$ cat src/step_drive_regs.vh
// Constants for the four-axis stepper drive configuration and fault block
// Notes on behaviour
// (RQ1) Controller selects active-high step pulses
// (RQ2) Current code 0..3 gives 0.5/0.75/1.0/1.4 A
// (RQ3) Current select resets to code 1
// (RQ4) Hold mode 0 keeps full current
// (RQ5) Hold mode 1 drops to quarter current
// (RQ6) Hold 2..32767 delays enable toggle in samples
// (RQ7) At rest means reference position constant
// (RQ8) Hold setting is stored per axis
// (RQ9) Controller sets stepper type before hold
// (RQ10) Resolution 1,2,4,16 gives full/half/quarter/sixteenth
// (RQ11) Full step limits current to seventy percent
// (RQ12) Lockout disables amplifier, motor off, flags, handler
// (RQ13) Lockout recovery: motor off, wait, enable
// (RQ14) Controller should enable off-on-error with lockout
// (RQ15) Phase, load and ground shorts are faults
// (RQ16) Short fault disables drive, flips general report
// (RQ17) Drive power loss raises amplifier error
// (RQ18) Fault clear: all off, hold 0, enable
// (RQ19) Bad resolution values are rejected
`ifndef STEP_DRIVE_REGS_VH
`define STEP_DRIVE_REGS_VH
`define CUR_RESET      2'h1
`define CUR_W          2
`define HOLD_W         15
`define HOLD_FULL      15'h0000
`define HOLD_LOW       15'h0001
`define HOLD_RESET     15'h0000
`define RES_W          5
`define RES_FULL       5'h01
`define RES_HALF       5'h02
`define RES_QUARTER    5'h04
`define RES_SIXTEENTH  5'h10
`define RES_RESET      5'h10
`define PCT_W          7
`define PCT_FULL       7'h64
`define PCT_LOW        7'h19
`define PCT_FULLSTEP   7'h46
`define PCT_ZERO       7'h00
`endif

$ cat src/stepper_drive_config_fault.v
// Four-axis stepper drive configuration and fault supervision
`timescale 1ns/100ps
`include "step_drive_regs.vh"
module stepper_drive_config_fault #(
	parameter NAXIS = 4                              // Axes in the drive
) (
	input  wire                      i_clock,                  // 20 MHz servo clock
	input  wire                      i_rst,                    // Async reset, high
	input  wire                      i_sample,                 // Servo sample enable pulse
	input  wire [NAXIS*32-1:0]       i_reference_position,     // Per-axis reference positions
	input  wire [NAXIS-1:0]          i_cur_wr,                 // Write current select, per axis
	input  wire [`CUR_W-1:0]         i_drive_current_select,   // Current code to write
	input  wire [NAXIS-1:0]          i_hold_wr,                // Write hold setting, per axis
	input  wire [`HOLD_W-1:0]        i_hold_current_mode,      // Hold setting to write
	input  wire [NAXIS-1:0]          i_res_wr,                 // Write resolution, per axis
	input  wire [`RES_W-1:0]         i_step_resolution_select, // Resolution to write
	input  wire [NAXIS-1:0]          i_axis_enable_cmd,        // Enable pulse per axis
	input  wire [NAXIS-1:0]          i_motor_off_cmd,          // Motor-off pulse per axis
	input  wire                      i_emergency_lockout_input,// Lockout pin
	input  wire [NAXIS-1:0]          i_short_detect,           // Short sense pins per axis
	input  wire                      i_drive_power_ok,         // Drive supply good pin
	output reg  [NAXIS-1:0]          o_amp_enable,             // Amplifier enable per axis
	output reg  [NAXIS*`PCT_W-1:0]   o_current_pct,            // Phase current percent
	output reg  [NAXIS*`CUR_W-1:0]   o_drive_current_select,   // Stored current codes
	output reg  [NAXIS*`RES_W-1:0]   o_step_resolution_select, // Stored resolutions
	output reg                       o_fault_report_general,   // Short / power fault
	output reg                       o_fault_report_lockout,   // Lockout status
	output reg                       o_amp_error_handler       // Error handler request pulse
);
	// Two-flop synchronisers for the pins
	reg              elo_s1_r, elo_s2_r;
	reg [NAXIS-1:0]  sh_s1_r, sh_s2_r;
	reg              pwr_s1_r, pwr_s2_r;
	reg              elo_d_r;          // Lockout level one cycle ago
	reg              fault_d_r;        // Drive fault one cycle ago

	// Per-axis stored configuration
	reg [`HOLD_W-1:0] hold_r [0:NAXIS-1];
	reg [NAXIS-1:0]   off_r;           // Axis in motor-off
	reg               latched_r;       // Drive fault held until recovery

	wire [NAXIS-1:0] at_rest;
	wire [NAXIS-1:0] hold_off;
	wire             fault_now = (|sh_s2_r) | ~pwr_s2_r;
	reg              all_hold_zero;
	integer          k;
	integer          j;                // Loop index of the combinational scan

	// Accepted resolution codes only
	function res_ok;
		input [`RES_W-1:0] v;
		begin
			res_ok = (v == `RES_FULL) || (v == `RES_HALF) ||
			         (v == `RES_QUARTER) || (v == `RES_SIXTEENTH); // RQ10
		end
	endfunction

	// Percent current from hold state and resolution
	function [`PCT_W-1:0] pct_of;
		input             rest;
		input [`HOLD_W-1:0] hold;
		input [`RES_W-1:0]  res;
		begin
			if (rest && hold == `HOLD_LOW)
				pct_of = `PCT_LOW;                 // RQ5
			else if (res == `RES_FULL)
				pct_of = `PCT_FULLSTEP;            // RQ11
			else
				pct_of = `PCT_FULL;                // RQ4
		end
	endfunction

	genvar g;
	generate
		for (g = 0; g < NAXIS; g = g + 1) begin : ax
			axis_hold u_hold (
				.i_clock     (i_clock),
				.i_rst       (i_rst),
				.i_sample    (i_sample),
				.i_ref_pos   (i_reference_position[g*32 +: 32]),
				.i_hold_mode (hold_r[g]),
				.o_at_rest   (at_rest[g]),
				.o_hold_off  (hold_off[g])
			);
		end
	endgenerate

	// Recovery from a drive fault needs every hold setting back at zero
	always @* begin
		all_hold_zero = 1'b1;
		for (j = 0; j < NAXIS; j = j + 1)
			if (hold_r[j] != `HOLD_FULL)
				all_hold_zero = 1'b0;
	end

	// Pin synchronisers; only the second stage is read by logic
	always @(posedge i_clock or posedge i_rst) begin
		if (i_rst) begin
			elo_s1_r <= 1'b0;
			elo_s2_r <= 1'b0;
			sh_s1_r  <= {NAXIS{1'b0}};
			sh_s2_r  <= {NAXIS{1'b0}};
			pwr_s1_r <= 1'b1;
			pwr_s2_r <= 1'b1;
		end else begin
			elo_s1_r <= i_emergency_lockout_input;
			elo_s2_r <= elo_s1_r;
			sh_s1_r  <= i_short_detect;
			sh_s2_r  <= sh_s1_r;
			pwr_s1_r <= i_drive_power_ok;
			pwr_s2_r <= pwr_s1_r;
		end
	end

	// Configuration storage; each axis only takes its own write strobe
	always @(posedge i_clock or posedge i_rst) begin
		if (i_rst) begin
			for (k = 0; k < NAXIS; k = k + 1) begin
				hold_r[k] <= `HOLD_RESET;
				o_drive_current_select[k*`CUR_W +: `CUR_W]   <= `CUR_RESET; // RQ3
				o_step_resolution_select[k*`RES_W +: `RES_W] <= `RES_RESET;
			end
		end else begin
			for (k = 0; k < NAXIS; k = k + 1) begin
				if (i_cur_wr[k])
					o_drive_current_select[k*`CUR_W +: `CUR_W] <= i_drive_current_select; // RQ2
				if (i_hold_wr[k])
					hold_r[k] <= i_hold_current_mode;               // RQ8
				// Unsupported codes are dropped, keeping the old value
				if (i_res_wr[k] && res_ok(i_step_resolution_select))
					o_step_resolution_select[k*`RES_W +: `RES_W] <= i_step_resolution_select; // RQ19
			end
		end
	end

	// Fault, lockout and enable supervision
	always @(posedge i_clock or posedge i_rst) begin
		if (i_rst) begin
			off_r                  <= {NAXIS{1'b1}};
			latched_r              <= 1'b0;
			elo_d_r                <= 1'b0;
			fault_d_r              <= 1'b0;
			o_fault_report_general <= 1'b0;
			o_fault_report_lockout <= 1'b0;
			o_amp_error_handler    <= 1'b0;
			o_amp_enable           <= {NAXIS{1'b0}};
			o_current_pct          <= {NAXIS*`PCT_W{1'b0}};
		end else begin
			elo_d_r   <= elo_s2_r;
			fault_d_r <= fault_now;
			// Handler request pulses on rising lockout or fault
			o_amp_error_handler <= (elo_s2_r & ~elo_d_r) | (fault_now & ~fault_d_r); // RQ12 RQ17
			o_fault_report_lockout <= elo_s2_r;                                        // RQ12
			// A fault stays latched until the recovery sequence, even if the short goes away
			if (fault_now)
				latched_r <= 1'b1;                                                     // RQ15 RQ16
			else if (latched_r && (&off_r) && all_hold_zero && (|i_axis_enable_cmd))
				latched_r <= 1'b0;                                                     // RQ18
			o_fault_report_general <= fault_now | latched_r;                           // RQ16
			for (k = 0; k < NAXIS; k = k + 1) begin
				// Lockout forces motor-off; enable is refused while lockout or fault stands
				if (elo_s2_r || fault_now || i_motor_off_cmd[k])
					off_r[k] <= 1'b1;                                                  // RQ12
				else if (i_axis_enable_cmd[k] && !latched_r)
					off_r[k] <= 1'b0;                                                  // RQ13
				o_amp_enable[k] <= ~off_r[k] & ~elo_s2_r & ~fault_now & ~latched_r & ~hold_off[k];
				o_current_pct[k*`PCT_W +: `PCT_W] <= off_r[k] ? `PCT_ZERO :
					pct_of(at_rest[k], hold_r[k], o_step_resolution_select[k*`RES_W +: `RES_W]);
			end
		end
	end
endmodule

$ cat src/axis_hold.v
// One axis: rest detection and holding-current / enable delay
`timescale 1ns/100ps
`include "step_drive_regs.vh"
module axis_hold (
	input  wire                  i_clock,      // 20 MHz clock
	input  wire                  i_rst,        // Async reset, high
	input  wire                  i_sample,     // Servo sample enable pulse
	input  wire [31:0]           i_ref_pos,    // Reference position
	input  wire [`HOLD_W-1:0]    i_hold_mode,  // Stored hold setting
	output reg                   o_at_rest,    // Axis at rest
	output reg                   o_hold_off    // Delay expired, drop enable
);
	reg [31:0]         last_pos_r;  // Position at previous sample
	reg [`HOLD_W-1:0]  rest_cnt_r;  // Samples spent at rest

	// Rest is judged once per servo sample, not per clock
	always @(posedge i_clock or posedge i_rst) begin
		if (i_rst) begin
			last_pos_r <= 32'h0000_0000;
			rest_cnt_r <= 15'h0000;
			o_at_rest  <= 1'b1;
			o_hold_off <= 1'b0;
		end else if (i_sample) begin
			last_pos_r <= i_ref_pos;
			o_at_rest  <= (i_ref_pos == last_pos_r); // RQ7
			if (i_ref_pos != last_pos_r) begin
				rest_cnt_r <= 15'h0000;
				o_hold_off <= 1'b0;
			end else if (i_hold_mode > `HOLD_LOW) begin
				// Saturating count so a long rest cannot wrap and re-enable the amplifier;
				// compare the old count against setting minus one to drop on the setting-th rest sample
				if (rest_cnt_r != 15'h7fff)
					rest_cnt_r <= rest_cnt_r + 15'h0001;
				o_hold_off <= (rest_cnt_r >= i_hold_mode - 15'h0001); // RQ6
			end else begin
				o_hold_off <= 1'b0;
			end
		end else if (i_hold_mode <= `HOLD_LOW) begin
			// A hold setting rewritten to 0 or 1 releases the enable at once, not at the next sample
			o_hold_off <= 1'b0;
		end
	end
endmodule

$ cat config.mk
export PLATFORM = sky130hd
export DESIGN_NAME = stepper_drive_config_fault
export DESIGN_NICKNAME = d
export VERILOG_FILES = /design/src/stepper_drive_config_fault.v /design/src/axis_hold.v
export VERILOG_INCLUDE_DIRS = /design/src
export SDC_FILE = /design/constraint.sdc
export NUM_CORES = 1
export LEC_CHECK = 0
export ABC_AREA = 1
export BUFFER_PORTS_ARGS = -buffer_cell sky130_fd_sc_hd__buf_2
export CAP_MARGIN = 25
export CORE_AREA = 2 2 275 196
export CTS_CLUSTER_DIAMETER = 60
export CTS_CLUSTER_SIZE = 24
export DETAILED_ROUTE_END_ITERATION = 8
export DIE_AREA = 0 0 277 198
export GPL_TIMING_DRIVEN = 1
export PLACE_DENSITY = 0.56
export SLEW_MARGIN = 0
export SYNTH_ARGS = -nofsm -noshare
export SYNTH_HDL_FRONTEND = slang
export SYNTH_HIERARCHICAL = 1
export SYNTH_SLANG_ARGS = --single-unit
$ cat constraint.sdc
create_clock -name i_clock -period 4.8 [get_ports i_clock]
set_input_delay 0.96 -clock i_clock [delete_from_list [all_inputs] [get_ports i_clock]]
set_output_delay 0.96 -clock i_clock [all_outputs]
set_load 0.1 [all_outputs]
==> results.cfg <==
[setup_path]
critPathLaunchType = flop
crit_path_end_kind = flop
r2r_start = hold_r[45]
rr_endpoint = ax[0].u_hold/o_hold_off
r2r_setup_slack_ns = 1.91
r2r.worst_path.cells = 15
slowest_stage = nor4_1
worstPathRequired_ns = 5.29
crit_top_cell = nand2_1
path_cells = inv_1 -> ha_1 -> nand2_1 -> nor4_1 -> nand3_1 -> xor2_1 -> ha_1 -> nand2_1 -> nor2_1 -> nand2_1 -> nor3_1 -> nand2_1 -> nand3_1 -> nand2_1 -> o21ai_1
path_max_fanout = 4
worst_path_largest_cell_delay_ns = 0.51
crit_type = reg2reg
worst_ep_arrival_time_ns = 3.38

[synth]
ys_async_sr_fraction = 1.00
synth_edf_count = 0
avgSynthCellArea_um2 = 6.95
synth_top_cell_area_share = 0.372
ys_types = 43
synthCells = 2969
ys.flop_type = dfrtp_1
synth.yosys.warnings = 6
ys_top_cells_by_area = dfrtp_1, nand2_1, inv_1, nor2_1, ha_1
yosysTopAreaCell = dfrtp_1
ys_seq_area_frac = 0.395
ys_ff_latch = 325
synth_nets = 3220
syn_area_mm2 = 0.0206

[cts]
hold_buffers = 0
cts_root_buf = clkbuf_16
cts_setup_buffers = 0
htreeDepth = 2
clkSinkCount = 325
post_cts_resized = 0
insertion_delay_ns = 0.57
clk_path_buf_depth = 3
clk_pin_slew_ns = 0.08
tritoncts = yes
numCtsBuffers = 34

[sta]
timing.setup.tns_ns = 0
setup_slack_ns = 1.91
worst_pin_slew_ns = 0.916
layout_worst_path_cycle_share = 0.603
hold_ws_ns = 0.355
slew_headroom = 0.390
rsz0062_at_grt = false
min_period_ns = 2.89
setup_viol = 0
finalHoldViolations = 0
max_freq_mhz = 346
skew_ns = 0.0419
drv_slew = 0

[pwr]
p_leak_nw = 12.8
max-vdd-ir-drop_mv = 0.330
p_per_area_mw_per_mm2 = 312

[routing]
drtPass1Iterations = 5
final_antenna_net_count = 0
drc = 0
finalWirelength_um = 52700
avgRoutedWirePerCell_um = 13.5
drt_iter0_drc = 1196
via_per_inst = 4.72
num_vias = 18454

[floorplan]
die_w_um = 277
rows = 71
coreArea_mm2 = 0.0526
fp.dieArea_mm2 = 0.0548
initial_utilization = 0.393
die_h_um = 198
ioPinCount = 242

[place]
place.gp.congestion = 0.832
port_buffers = 241
dpl.hpwl_um = 39900
dp_slack_ns = 1.94
dpl.cell_count = 3850

[hold_path]
whs_path_depth = 0
hold_start = elo_s1_r
hold_end = elo_s2_r
min_path_type = reg2reg

[finish]
drive_above_1_share = 0.136
n_antenna_cell = 0
fin_nets = 3444
final.fill_count = 5308
area_delta_synth_final_pct = 14.3
final-instance-count-excl-fill = 3911

[global_routing]
grt_start_max_net_pins = 105
grt_pass1_vias = 17303
grt_overflow = 0
grt_antenna_before_repair = 4
grt_pass1_wl_um = 86200
track_usage = 0.192

[outcome]
outcome = complete, no violations

[run]
cap_violations = 0
[layer usage]
metal	global-route usage	wire length, um	vias to the layer above
met4	0.0403	728	8
met5	0	45	-
met2	0.301	22700	335
met1	0.276	26400	8507
met3	0.0360	2770	58
li1	-	-	9546
[cells in the final DEF, fill, tap and decap left out, types with 5 or more instances in the layout]
cell type and n:
a21oi_1 47, and3_1 8, buf_2 240, buf_4 9
clkbuf_16 35, clkinv_1 20, clkinv_2 6, dfrtp_1 307
dfstp_2 18, ha_1 72, inv_1 444, inv_2 16
inv_6 8, mux2_2 42, nand2_1 1045, nand2_2 12
nand3_1 109, nand3_2 5, nand3b_1 8, nand4_1 55
nor2_1 341, nor2_2 7, nor2_4 13, nor3_1 24
nor3_2 8, nor4_1 6, o21ai_0 157, o21ai_1 15
xnor2_1 65, xor2_1 37
[sequential cells by signal, indices dropped and copies added (netlist names), 4 cells and up]
signal	count
ax.u_hold/rest_cnt_r	60
sh_s2_r	4
o_current_pct	16
o_step_resolution_select	20
hold_r	60
off_r	4
ax.u_hold/last_pos_r	128
sh_s1_r	4
ax.u_hold/o_hold_off	4
o_drive_current_select	8
ax.u_hold/o_at_rest	4
o_amp_enable	4
[stage by stage]
step | util | cell area (um2) | total power [mW]
after global placement | 0.427 | 22500 | 4.59
after detailed placement | 0.427 | 22500 | 4.64
final | 0.449 | 23600 | 7.36
after floorplan | - | 20600 | 4.24
after CTS | 0.449 | 23600 | 7.48
after global routing | 0.449 | 23600 | 7.79
[synthesized netlist by cell type, types with 3 or more instances]
| cell | count |
|---|---|
| a21o_1 | 4 |
| a21oi_1 | 47 |
| and3_1 | 8 |
| buf_2 | 7 |
| buf_4 | 17 |
| buf_6 | 3 |
| clkbuf_1 | 33 |
| clkinv_1 | 20 |
| dfrtp_1 | 307 |
| dfstp_2 | 18 |
| ha_1 | 72 |
| inv_1 | 449 |
| inv_2 | 12 |
| mux2_2 | 42 |
| nand2_1 | 1045 |
| nand2_2 | 12 |
| nand2_4 | 3 |
| nand3_1 | 109 |
| nand3_2 | 5 |
| nand3b_1 | 8 |
| nand4_1 | 55 |
| nor2_1 | 341 |
| nor2_2 | 7 |
| nor2_4 | 13 |
| nor3_1 | 24 |
| nor3_2 | 8 |
| nor3b_1 | 3 |
| nor4_1 | 6 |
| o21ai_0 | 157 |
| o21ai_1 | 15 |
| xnor2_1 | 65 |
| xor2_1 | 37 |
[worst max-delay path by stage]
stage,start,endpoint,cells after the start
6_report,hold_r[45],ax[0].u_hold/o_hold_off,15
3_5_place_dp,hold_r[45],ax[0].u_hold/o_hold_off,15
4_1_cts,hold_r[45],ax[0].u_hold/o_hold_off,15
3_3_place_gp,hold_r[45],ax[0].u_hold/o_hold_off,15
5_1_grt,hold_r[45],ax[0].u_hold/o_hold_off,15
2_1_floorplan,i_rst,elo_d_r,1
[cell families after synthesis]
group                    Yosys count  share of synthesized area
AND/OR/NAND/NOR                 1653                      0.334
AO/OA/AOI/OAI                    230                     0.0572
multiplexers                      42                     0.0229
buffers and inverters            545                      0.104
XOR/XNOR                         102                     0.0433
adder cells (fa/ha/maj)           72                     0.0436
flip-flops                       325                      0.395
[cell type report]
cell class              instances  area [um2]  area share
inverters                     483        1820      0.0772
clock buffers                  39         891      0.0378
well taps                     693         867      0.0368
clock inverters                22         244      0.0103
repair buffers                250        1280      0.0544
multi-input cells            2099       10300       0.438
flip-flops and latches        325        8160       0.346
[where the power goes]
part           switching [mW]  total (mW)  internal, mW
Combinational            1.01        1.46         0.449
Sequential              0.181        3.12          2.94
Clock                    1.31        2.78          1.46
[critical path: cells and delay by family, from the launching register on]
| kind | cells | cell delay (ns) |
|---|---|---|
| compound gates | 1 | 0.12 |
| xor+xnor | 1 | 0.18 |
| fa+ha+maj | 2 | 0.51 |
| buf+inv | 1 | 0.14 |
| flops | 1 | 0.42 |
| simple gates | 10 | 1.44 |
(Power assumes the default switching activity.)
